==> src/rtl/msq_pkg.sv <==
package msq_pkg;
    // Opcodes seen on the link
    localparam logic [7:0] OPC_PROG = 8'h80;
    localparam logic [7:0] OPC_PROG_NEXT = 8'h81;
    localparam logic [7:0] OPC_CBPROG = 8'h85;
    localparam logic [7:0] OPC_CONF_MID = 8'h11;
    localparam logic [7:0] OPC_CONF_PROG = 8'h10;
    localparam logic [7:0] OPC_CONF_CACHE = 8'h15;
    localparam logic [7:0] OPC_ERASE = 8'h60;
    localparam logic [7:0] OPC_ERASE_MID = 8'hd1;
    localparam logic [7:0] OPC_ERASE_END = 8'hd0;
    localparam logic [7:0] OPC_READ = 8'h00;
    localparam logic [7:0] OPC_READ_END = 8'h30;
    localparam logic [7:0] OPC_READ_CACHE = 8'h31;
    localparam logic [7:0] OPC_READ_MID = 8'h32;
    localparam logic [7:0] OPC_CBREAD_END = 8'h35;
    localparam logic [7:0] OPC_STATUS = 8'h70;
    // Address cycles per sub-operation
    localparam int COL_BYTES = 2;
    localparam int ROW_BYTES = 3;
    // Status byte bit positions
    localparam int ST_FAIL = 0;
    localparam int ST_PREVIOUS_OP_FAIL_FLAG = 1;
    localparam int ST_VENDOR_SPECIFIC_BIT = 4;
    localparam int ST_ARRAY_READY_FLAG = 5;
    localparam int ST_RDY = 6;
    localparam int ST_WPN = 7;
    localparam logic VENDOR_SPECIFIC_VALUE = 1'b0;
    // Host register offsets and fields
    localparam logic [7:0] REG_CTRL = 8'h00;
    localparam logic [7:0] REG_ROW = 8'h04;
    localparam logic [7:0] REG_COL = 8'h08;
    localparam logic [7:0] REG_STAT = 8'h0c;
    localparam int CTRL_GO = 0;
    localparam int CTRL_OP = 1;
    localparam int CTRL_NPL = 4;
    localparam int CTRL_ALT81 = 8;
    localparam int CTRL_CACHE = 9;
    localparam int CTRL_DLEN = 16;
    localparam int STAT_BUSY = 0;
    localparam int STAT_DONE = 1;
    localparam int STAT_BYTE = 8;
    localparam int ARRAY_CYC = 16;
    typedef enum logic [2:0] {
        MSQ_OP_NONE, MSQ_OP_PROG, MSQ_OP_CBREAD, MSQ_OP_CBPROG,
        MSQ_OP_ERASE, MSQ_OP_READ
    } msq_op_t;
endpackage

==> src/rtl/msq_link_if.sv <==
`timescale 1ns/1ps
interface msq_link_if;
    logic cle;
    logic ale;
    logic wr;
    logic rd;
    logic [7:0] dq_h2d;
    logic [7:0] dq_d2h;
    logic d2h_valid;
    logic rdy;
    modport dev (input cle, ale, wr, rd, dq_h2d,
                 output dq_d2h, d2h_valid, rdy);
    modport host (output cle, ale, wr, rd, dq_h2d,
                  input dq_d2h, d2h_valid, rdy);
endinterface

==> src/rtl/msq_lun.sv <==
`timescale 1ns/1ps
// Behaviour
// - One op type per sequence, distinct blocks
// - Plane is lowest block address bits
// - Host keeps LUN and page equal
// - Host keeps non-plane block bits if required
// - Concurrent mode defers all array accesses
// - Overlapped mode starts each plane immediately
// - Program confirms 11h, final 10h/15h
// - Erase planes distinct until D0h
// - Read planes distinct until 30h/31h
// - Fail bits 0 and 1 per plane
// - Status bits 7..2 shared by LUN
// - Program opens 80h, later 80h/81h
// - 15h final only with cache support
// - Copyback reads cover copyback program planes
// - Multi-plane source reads share page
// - Copyback program opens 85h, later 85h/81h
// - Copyback destinations share page, distinct planes
// - Managed ECC may waive plane matching
// - Two column then three row bytes, LSB first
// - Erase separators 60h/D1h, close 60h/D0h
// - Host selects plane before read-out
module msq_lun import msq_pkg::*; #(
    parameter int PLANE_BITS = 1,
    parameter int PAGE_BITS = 6,
    parameter int ARRAY_CYCLES = ARRAY_CYC
) (
    // Clock and reset
    input wire logic sys_clk_in,
    input wire logic sys_rst_in,
    // Link to the host controller
    msq_link_if.dev lnk,
    // Mode and capability straps
    input wire logic overlap_mode_in,
    input wire logic alt81_en_in,
    input wire logic same_blk_req_in,
    input wire logic ecc_relax_in,
    input wire logic wp_n_in,
    // Array side
    input wire logic [(1<<PLANE_BITS)-1:0] array_fail_in,
    output logic [(1<<PLANE_BITS)-1:0] array_start_out,
    output logic [8*ROW_BYTES-1:0] array_row_out,
    output msq_op_t array_op_out,
    output logic [7:0] wr_data_out,
    output logic wr_data_valid_out,
    output logic [(1<<PLANE_BITS)-1:0] plane_busy_out,
    output logic seq_err_out
);
    localparam int NPL = 1 << PLANE_BITS;
    localparam int ROWW = 8 * ROW_BYTES;
    localparam int CW = $clog2(ARRAY_CYCLES + 1);
    localparam logic [CW-1:0] ARR_LD = CW'(ARRAY_CYCLES);
    localparam logic [2:0] ADDR_LAST = 3'(COL_BYTES + ROW_BYTES - 1);
    localparam logic [2:0] ROW_FIRST = 3'(COL_BYTES);

    typedef enum logic [1:0] {S_IDLE, S_ADDR, S_DATA} msq_st_t;
    typedef struct packed {
        msq_st_t st;
        msq_op_t op;
        msq_op_t aop;
        logic first;
        logic [2:0] acnt;
        logic [ROWW-1:0] row;
        logic [ROWW-1:0] row0;
        logic [PLANE_BITS-1:0] lastp;
        logic [NPL-1:0] used;
        logic [NPL-1:0] pend;
        logic [NPL-1:0] cbsrc;
        logic [NPL-1:0] busy;
        logic [NPL-1:0] pe;
        logic [NPL-1:0] fcur;
        logic [NPL-1:0] fprev;
        logic [NPL-1:0][CW-1:0] cnt;
        logic [NPL-1:0] start;
        logic stat_mode;
        logic seq_err;
        logic rdy;
        logic dv;
        logic [7:0] dq;
        logic wdv;
        logic [7:0] wd;
    } msq_dev_t;

    msq_dev_t r_ff;
    msq_dev_t nxt_r;

    function automatic logic [PLANE_BITS-1:0] plane_of(
        input logic [ROWW-1:0] row);
        return row[PAGE_BITS +: PLANE_BITS];
    endfunction

    always_comb begin
        logic [7:0] stat;
        logic [7:0] c;
        msq_op_t kind;
        logic bad;
        logic mid;
        logic fin;
        logic skipc;
        logic [NPL-1:0] lm;
        logic [PLANE_BITS-1:0] p;
        logic [2:0] ri;
        stat = '0;
        c = lnk.dq_h2d;
        kind = MSQ_OP_NONE;
        bad = 1'b0;
        mid = 1'b0;
        fin = 1'b0;
        skipc = 1'b0;
        lm = '0;
        p = '0;
        ri = '0;
        nxt_r = r_ff;
        nxt_r.start = '0;
        nxt_r.dv = 1'b0;
        nxt_r.wdv = 1'b0;
        for (int i = 0; i < NPL; i++) begin
            if (r_ff.busy[i]) begin
                if (r_ff.cnt[i] == CW'(1)) begin
                    nxt_r.busy[i] = 1'b0;
                    if (r_ff.pe[i]) begin
                        nxt_r.fprev[i] = r_ff.fcur[i];
                        nxt_r.fcur[i] = array_fail_in[i];
                    end
                end else begin
                    nxt_r.cnt[i] = r_ff.cnt[i] - CW'(1);
                end
            end
        end
        // Shared bits come from LUN-wide state, fail bits from the
        // plane addressed last
        stat[ST_WPN] = wp_n_in;
        stat[ST_RDY] = r_ff.rdy;
        stat[ST_ARRAY_READY_FLAG] = ~|r_ff.busy;
        stat[ST_VENDOR_SPECIFIC_BIT] = VENDOR_SPECIFIC_VALUE;
        stat[ST_PREVIOUS_OP_FAIL_FLAG] = r_ff.fprev[r_ff.lastp];
        stat[ST_FAIL] = r_ff.fcur[r_ff.lastp];
        if (lnk.rd) begin
            nxt_r.dv = 1'b1;
            nxt_r.dq = r_ff.stat_mode ? stat : 8'h00;
        end
        if (lnk.wr && lnk.cle) begin
            nxt_r.stat_mode = (c == OPC_STATUS);
            if (c == OPC_PROG) begin
                kind = MSQ_OP_PROG;
            end else if (c == OPC_CBPROG) begin
                kind = MSQ_OP_CBPROG;
            end else if (c == OPC_ERASE) begin
                kind = MSQ_OP_ERASE;
                skipc = 1'b1;
            end else if (c == OPC_READ) begin
                kind = MSQ_OP_READ;
            end else if (c == OPC_PROG_NEXT) begin
                kind = r_ff.op;
                bad = r_ff.first || !alt81_en_in ||
                      (r_ff.op != MSQ_OP_PROG && r_ff.op != MSQ_OP_CBPROG);
            end else if (c == OPC_CONF_MID) begin
                mid = 1'b1;
                bad = r_ff.op != MSQ_OP_PROG && r_ff.op != MSQ_OP_CBPROG;
            end else if (c == OPC_ERASE_MID) begin
                mid = 1'b1;
                bad = r_ff.op != MSQ_OP_ERASE;
            end else if (c == OPC_READ_MID) begin
                mid = 1'b1;
                bad = r_ff.op != MSQ_OP_READ;
            end else if (c == OPC_CONF_PROG || c == OPC_CONF_CACHE) begin
                fin = 1'b1;
                bad = r_ff.op != MSQ_OP_PROG && r_ff.op != MSQ_OP_CBPROG;
            end else if (c == OPC_ERASE_END) begin
                fin = 1'b1;
                bad = r_ff.op != MSQ_OP_ERASE;
            end else if (c == OPC_READ_END || c == OPC_READ_CACHE ||
                         c == OPC_CBREAD_END) begin
                fin = 1'b1;
                bad = r_ff.op != MSQ_OP_READ;
            end
            if (kind != MSQ_OP_NONE) begin
                bad = bad || r_ff.st != S_IDLE ||
                      (!r_ff.first && r_ff.op != kind);
                nxt_r.op = kind;
                nxt_r.st = S_ADDR;
                nxt_r.acnt = skipc ? ROW_FIRST : 3'h0;
                if (r_ff.first && !bad) begin
                    nxt_r.seq_err = 1'b0;
                end
            end
            if (mid || fin) begin
                bad = bad || r_ff.st != S_DATA;
                nxt_r.st = S_IDLE;
                nxt_r.aop = (c == OPC_CBREAD_END) ? MSQ_OP_CBREAD : r_ff.op;
            end
            if (mid && !bad) begin
                nxt_r.first = 1'b0;
                if (overlap_mode_in) begin
                    lm[r_ff.lastp] = 1'b1;
                end else begin
                    nxt_r.pend[r_ff.lastp] = 1'b1;
                end
            end
            if (fin && !bad) begin
                lm = r_ff.pend;
                lm[r_ff.lastp] = 1'b1;
                if (c == OPC_CBREAD_END) begin
                    nxt_r.cbsrc = r_ff.used;
                end else if (r_ff.op == MSQ_OP_CBPROG) begin
                    nxt_r.cbsrc = '0;
                end
                nxt_r.used = '0;
                nxt_r.pend = '0;
                nxt_r.first = 1'b1;
                nxt_r.op = MSQ_OP_NONE;
            end
        end else if (lnk.wr && lnk.ale && r_ff.st == S_ADDR) begin
            if (r_ff.acnt >= ROW_FIRST) begin
                ri = r_ff.acnt - ROW_FIRST;
                nxt_r.row[8*ri +: 8] = c;
            end
            nxt_r.acnt = r_ff.acnt + 3'h1;
            if (r_ff.acnt == ADDR_LAST) begin
                p = plane_of(nxt_r.row);
                bad = r_ff.used[p];
                if (!r_ff.first && r_ff.op != MSQ_OP_ERASE &&
                    nxt_r.row[PAGE_BITS-1:0] != r_ff.row0[PAGE_BITS-1:0])
                begin
                    bad = 1'b1;
                end
                if (!r_ff.first && same_blk_req_in &&
                    nxt_r.row[ROWW-1:PAGE_BITS+PLANE_BITS] !=
                    r_ff.row0[ROWW-1:PAGE_BITS+PLANE_BITS]) begin
                    bad = 1'b1;
                end
                if (r_ff.op == MSQ_OP_CBPROG && !ecc_relax_in &&
                    !r_ff.cbsrc[p]) begin
                    bad = 1'b1;
                end
                if (r_ff.first) begin
                    nxt_r.row0 = nxt_r.row;
                end
                nxt_r.used[p] = 1'b1;
                nxt_r.lastp = p;
                nxt_r.st = S_DATA;
            end
        end else if (lnk.wr && !lnk.ale && r_ff.st == S_DATA &&
                     (r_ff.op == MSQ_OP_PROG ||
                      r_ff.op == MSQ_OP_CBPROG)) begin
            nxt_r.wdv = 1'b1;
            nxt_r.wd = c;
        end
        for (int i = 0; i < NPL; i++) begin
            if (lm[i]) begin
                nxt_r.busy[i] = 1'b1;
                nxt_r.cnt[i] = ARR_LD;
                nxt_r.pe[i] = r_ff.op != MSQ_OP_READ;
            end
        end
        nxt_r.start = lm;
        // A bad cycle abandons the sequence; the error flag is set
        // after any clear so a same-cycle violation is never lost
        if (bad) begin
            nxt_r.seq_err = 1'b1;
            nxt_r.st = S_IDLE;
            nxt_r.op = MSQ_OP_NONE;
            nxt_r.used = '0;
            nxt_r.pend = '0;
            nxt_r.first = 1'b1;
            nxt_r.start = '0;
            nxt_r.busy = r_ff.busy & nxt_r.busy;
        end
        nxt_r.rdy = ~|nxt_r.busy;
    end

    always_ff @(posedge sys_clk_in) begin
        if (sys_rst_in) begin
            r_ff <= '0;
            r_ff.first <= 1'b1;
            r_ff.rdy <= 1'b1;
        end else begin
            r_ff <= nxt_r;
        end
    end

    assign lnk.rdy = r_ff.rdy;
    assign lnk.dq_d2h = r_ff.dq;
    assign lnk.d2h_valid = r_ff.dv;
    assign array_start_out = r_ff.start;
    assign array_row_out = r_ff.row;
    assign array_op_out = r_ff.aop;
    assign wr_data_out = r_ff.wd;
    assign wr_data_valid_out = r_ff.wdv;
    assign plane_busy_out = r_ff.busy;
    assign seq_err_out = r_ff.seq_err;
endmodule

==> src/flat_wrapper.sv <==
// flat-port wrapper written by rule: the top's interface ports become plain ports
module msq_lun_flat import msq_pkg::*;
#(
    parameter int PLANE_BITS = 1,
    parameter int PAGE_BITS = 6,
    parameter int ARRAY_CYCLES = ARRAY_CYC
)
  (sys_clk_in, sys_rst_in, overlap_mode_in, alt81_en_in, same_blk_req_in, ecc_relax_in, wp_n_in, array_fail_in, array_start_out, array_row_out, array_op_out, wr_data_out, wr_data_valid_out, plane_busy_out, seq_err_out, lnk_cle, lnk_ale, lnk_wr, lnk_rd, lnk_dq_h2d, lnk_dq_d2h, lnk_d2h_valid, lnk_rdy);
  msq_link_if lnk_i ();
  input wire logic sys_clk_in;
  input wire logic sys_rst_in;
  input wire logic overlap_mode_in;
  input wire logic alt81_en_in;
  input wire logic same_blk_req_in;
  input wire logic ecc_relax_in;
  input wire logic wp_n_in;
  input wire logic [(1<<PLANE_BITS)-1:0] array_fail_in;
  output logic [(1<<PLANE_BITS)-1:0] array_start_out;
  output logic [8*ROW_BYTES-1:0] array_row_out;
  output msq_op_t array_op_out;
  output logic [7:0] wr_data_out;
  output logic wr_data_valid_out;
  output logic [(1<<PLANE_BITS)-1:0] plane_busy_out;
  output logic seq_err_out;
  input wire logic [$bits(lnk_i.cle)-1:0] lnk_cle;
  input wire logic [$bits(lnk_i.ale)-1:0] lnk_ale;
  input wire logic [$bits(lnk_i.wr)-1:0] lnk_wr;
  input wire logic [$bits(lnk_i.rd)-1:0] lnk_rd;
  input wire logic [$bits(lnk_i.dq_h2d)-1:0] lnk_dq_h2d;
  output wire logic [$bits(lnk_i.dq_d2h)-1:0] lnk_dq_d2h;
  output wire logic [$bits(lnk_i.d2h_valid)-1:0] lnk_d2h_valid;
  output wire logic [$bits(lnk_i.rdy)-1:0] lnk_rdy;
  assign lnk_i.cle = lnk_cle;
  assign lnk_i.ale = lnk_ale;
  assign lnk_i.wr = lnk_wr;
  assign lnk_i.rd = lnk_rd;
  assign lnk_i.dq_h2d = lnk_dq_h2d;
  assign lnk_dq_d2h = lnk_i.dq_d2h;
  assign lnk_d2h_valid = lnk_i.d2h_valid;
  assign lnk_rdy = lnk_i.rdy;
  msq_lun #(.PLANE_BITS(PLANE_BITS), .PAGE_BITS(PAGE_BITS), .ARRAY_CYCLES(ARRAY_CYCLES)) u_core (.sys_clk_in(sys_clk_in), .sys_rst_in(sys_rst_in), .lnk(lnk_i), .overlap_mode_in(overlap_mode_in), .alt81_en_in(alt81_en_in), .same_blk_req_in(same_blk_req_in), .ecc_relax_in(ecc_relax_in), .wp_n_in(wp_n_in), .array_fail_in(array_fail_in), .array_start_out(array_start_out), .array_row_out(array_row_out), .array_op_out(array_op_out), .wr_data_out(wr_data_out), .wr_data_valid_out(wr_data_valid_out), .plane_busy_out(plane_busy_out), .seq_err_out(seq_err_out));
endmodule
==> config.mk <==
export PLATFORM = sky130hd
export DESIGN_NAME = msq_lun_flat
export DESIGN_NICKNAME = d
export VERILOG_FILES = /design/src/rtl/msq_pkg.sv /design/src/rtl/msq_link_if.sv /design/src/rtl/msq_lun.sv /design/src/flat_wrapper.sv
export SDC_FILE = /design/constraint.sdc
export NUM_CORES = 1
export LEC_CHECK = 0
export BUFFER_PORTS_ARGS = -buffer_cell sky130_fd_sc_hd__buf_2
export CORE_ASPECT_RATIO = 1.75
export CORE_MARGIN = 2
export CORE_UTILIZATION = 53
export CTS_CLUSTER_DIAMETER = 80
export DETAILED_ROUTE_END_ITERATION = 10
export PLACE_DENSITY = 0.75
export RECOVER_POWER = 25
export SYNTH_ARGS = -nofsm -noshare
export SYNTH_HDL_FRONTEND = slang
export SYNTH_SLANG_ARGS = --single-unit
==> constraint.sdc <==
create_clock -name sys_clk_in -period 3.2 [get_ports sys_clk_in]
set_clock_uncertainty 0.15 [all_clocks]
set_input_delay 0.32 -clock sys_clk_in [delete_from_list [all_inputs] [get_ports sys_clk_in]]
set_output_delay 0.32 -clock sys_clk_in [all_outputs]
set_load 0.02 [all_outputs]
==> flow_summary.yaml <==
routing:
  wl_per_cell_um: 17.77
  num_vias: 5460
  drt_wl_total_um: 16150
  drc: 0
  first_pass_iters: 6
  drtIter0Drc: 451
  routed_via_density: 6.007
  drtAntennaViolNets: 0
die:
  die_area_um2: 12130
  start_util: 0.5394
  core-area_um2: 11040
  fp-row-count: 51
  ioPinCount: 72
  die_w_um: 84.13
  die_h_um: 144.2
clocking:
  cts_buffers: 9
  cts_tree: "yes"
  cts_sinks: 104
  clock_tree.root_cell: "clkbuf_16"
  clockBufferDepth: 2
  htreeDepth: 3
  cts.clk_slew.worst_paths_ns: 0.07
  hold_buffers: 0
  insertion_delay_ns: 0.35
setup_path:
  cpPeakStageDelay_ns: 0.43
  cp_slowest_cell: "a2111oi_4"
  arrival_ns: 3.32
  cpMostUsedCell: "ha_4"
  critPathKind: "register to register"
  startpoint_type: "register"
  cp_max_fo: 6
  crit_required_ns: 3.34
  crit_family: "compound AO/OA/AOI/OAI gates"
  worstPathCellList: "inv_4 -> ha_4 -> ha_4 -> nand2_4 -> a21oi_4 -> mux2i_2 -> o22ai_1 -> nor4_1 -> nand4_1 -> a2111oi_4 -> buf_4 -> and4_1"
  cp.buffers_inverters: 2
  end_kind: "register"
synth:
  synthTopCellsByCount: "nor2_1 (113), dfxtp_1 (104), nand2_1 (55)"
  synthTopCellsByArea: "dfxtp_1 (35%), nor2_1 (7.1%), buf_4 (6.2%)"
  ys_seq_area_frac: 0.3497
  yosysMostFrequentCell: "nor2_1"
  synth_flop_cell: "dfxtp_1"
  synthDistinctLibCells: 78
  netlist_area_um2: 5954
  syn_avg_cell_area_um2: 8.101
  async_flop_share: 0
  synth-seq-cells: 104
  synth_top_area_frac: 0.3497
  yosys_warnings: 0
  synth_edf_count: 0
  syn-instance-count: 735
  synth_top_area_cell: "dfxtp_1"
finish:
  drive_above_1_share: 0.2397
  area_delta_synth_final_pct: 13.26
  nets: 804
  fin_util: 0.6109
sta:
  finalCriticalPeriod_ns: 3.179
  rsz0062_at_grt: "true"
  fin_ws_ns: 0.02084
  slew_headroom: 0.5913
  hold_violations: 0
  fin_crit_sh: 0.9935
  report.final.slew_viol_count: 0
  worst_pin_slew_ns: 0.5975
  fmax_ghz: 0.3145
  finalSetupViolations: 0
grt:
  grt-ovfl-total: 0
  grt_pass1_wl_um: 25420
  first_global_vias: 5365
  grt_max_degree: 47
  track_usage: 0.2633
  antenna_found_initial: 1
flow_run:
  cap_violations: 0
power_and_ir_drop:
  peakVddDrop_uv: 288.8
  p_leak_nw: 2.722
  power_density_nw_per_um2: 370.6
hold_path:
  hp-class: "primary input to register"
place:
  place_ws_ns: -0.04688
  gp_congestion: 0.9464
  io_buffers: 68
  hpwl_um: 11650
run_status:
  outcome: "finished, final reports clean"
==> sequential cells by signal, indices dropped and copies added, names as in the netlist <==
signal                    cells
u_core.array_start_out        2
u_core.wr_data_out            8
u_core.wr_data_valid_out      1
u_core.array_row_out         24
u_core.lnk.dq_d2h             5
u_core.array_op_out           3
u_core.lnk.d2h_valid          1
u_core.lnk.rdy                1
u_core.seq_err_out            1
u_core.plane_busy_out         2
u_core.r_ff                  56
==> what timing repair did <==
item                                    4_1_cts  5_1_grt
buffers inserted                              4        2
gates resized for setup                       2       32
cloned                                        1        0
pin swaps                                     4       14
endpoints found under the setup margin       10       11
==> stage by stage <==
step                      hold slack, ns  setup TNS, ns  cell area, um^2  total power, mW  std cells
final                            0.05203              0             6744            2.499        909
after global routing              0.1035        -0.7872             6744            2.575        909
after global placement            0.2922              0             6260            1.460        886
after floorplan                   0.2819              0             5977            1.413        737
after detailed placement          0.2934       -0.09141             6260            1.463        886
after CTS                        0.05450       -0.02393             6580            2.505        906
==> final timing paths <==
check | slack [ns] | end | cells after the start | from
min | 0.05 | u_core.r_ff[35] | 3 | array_fail_in[0]
max reg2reg | 0.02 | u_core.r_ff[44] | 12 | u_core.r_ff[97]
max | 0.02 | u_core.r_ff[44] | 12 | u_core.r_ff[97]
min reg2reg | 0.30 | u_core.r_ff[37] | 2 | u_core.r_ff[37]
==> routing by layer <==
layer,part of all wire,track usage
met5,0,0
met3,0.038,0.04566
met4,0.066,0.2029
met1,0.37,0.2590
met2,0.53,0.4829
==> worst register-to-register path: stages, from the launching register on <==
cell       delay [ns]
dfxtp_2          0.36
inv_4            0.06
ha_4             0.25
ha_4             0.29
nand2_4          0.06
a21oi_4          0.24
mux2i_2          0.29
o22ai_1          0.13
nor4_1           0.24
nand4_1          0.24
a2111oi_4        0.43
buf_4            0.20
and4_1           0.17
==> cell type report <==
class                   instances  area, um^2
well taps                     132       165.2
inverters                      21       81.33
diodes                          1       2.502
multi-input cells             516        3390
clock inverters                 4       28.78
repair buffers                120       738.2
fillers                       963        4295
flip-flops and latches        104        2086
clock buffers                  11       252.7
==> placed cells by master, fill, tap and decap left out, types with 15 or more instances in the layout <==
| master | instances |
|---|---|
| mux2i_1 | 28 |
| dfxtp_1 | 101 |
| nand3_1 | 20 |
| buf_2 | 68 |
| inv_1 | 17 |
| nor2_1 | 112 |
| nand2_1 | 53 |
| a21oi_1 | 51 |
| o21ai_0 | 15 |
| buf_4 | 48 |
| xnor2_1 | 17 |
| a211oi_1 | 27 |
==> power by group <==
| group | leakage (nW) | internal (mW) | total [mW] | switching [mW] |
|---|---|---|---|---|
| combinational | 1.75 | 0.0478 | 0.144 | 0.0962 |
| sequential | 0.839 | 1.29 | 1.30 | 0.000724 |
| clock | 0.134 | 0.567 | 1.06 | 0.493 |
==> kinds of logic (layout without fill, tap and decap cells) <==
group                    after synthesis  count (layout)  share of synthesized area
AND/OR/NAND/NOR                      281             281                     0.2339
AO/OA/AOI/OAI                        156             156                     0.1797
buffers and inverters                117             156                     0.1078
flip-flops                           104             104                     0.3497
multiplexers                          37              37                    0.06409
XOR/XNOR                              28              28                    0.04118
adder cells (fa/ha/maj)               11              11                    0.02311
other                                  1               4                  0.0006298
Note: power is estimated with default switching activity, not from simulation.
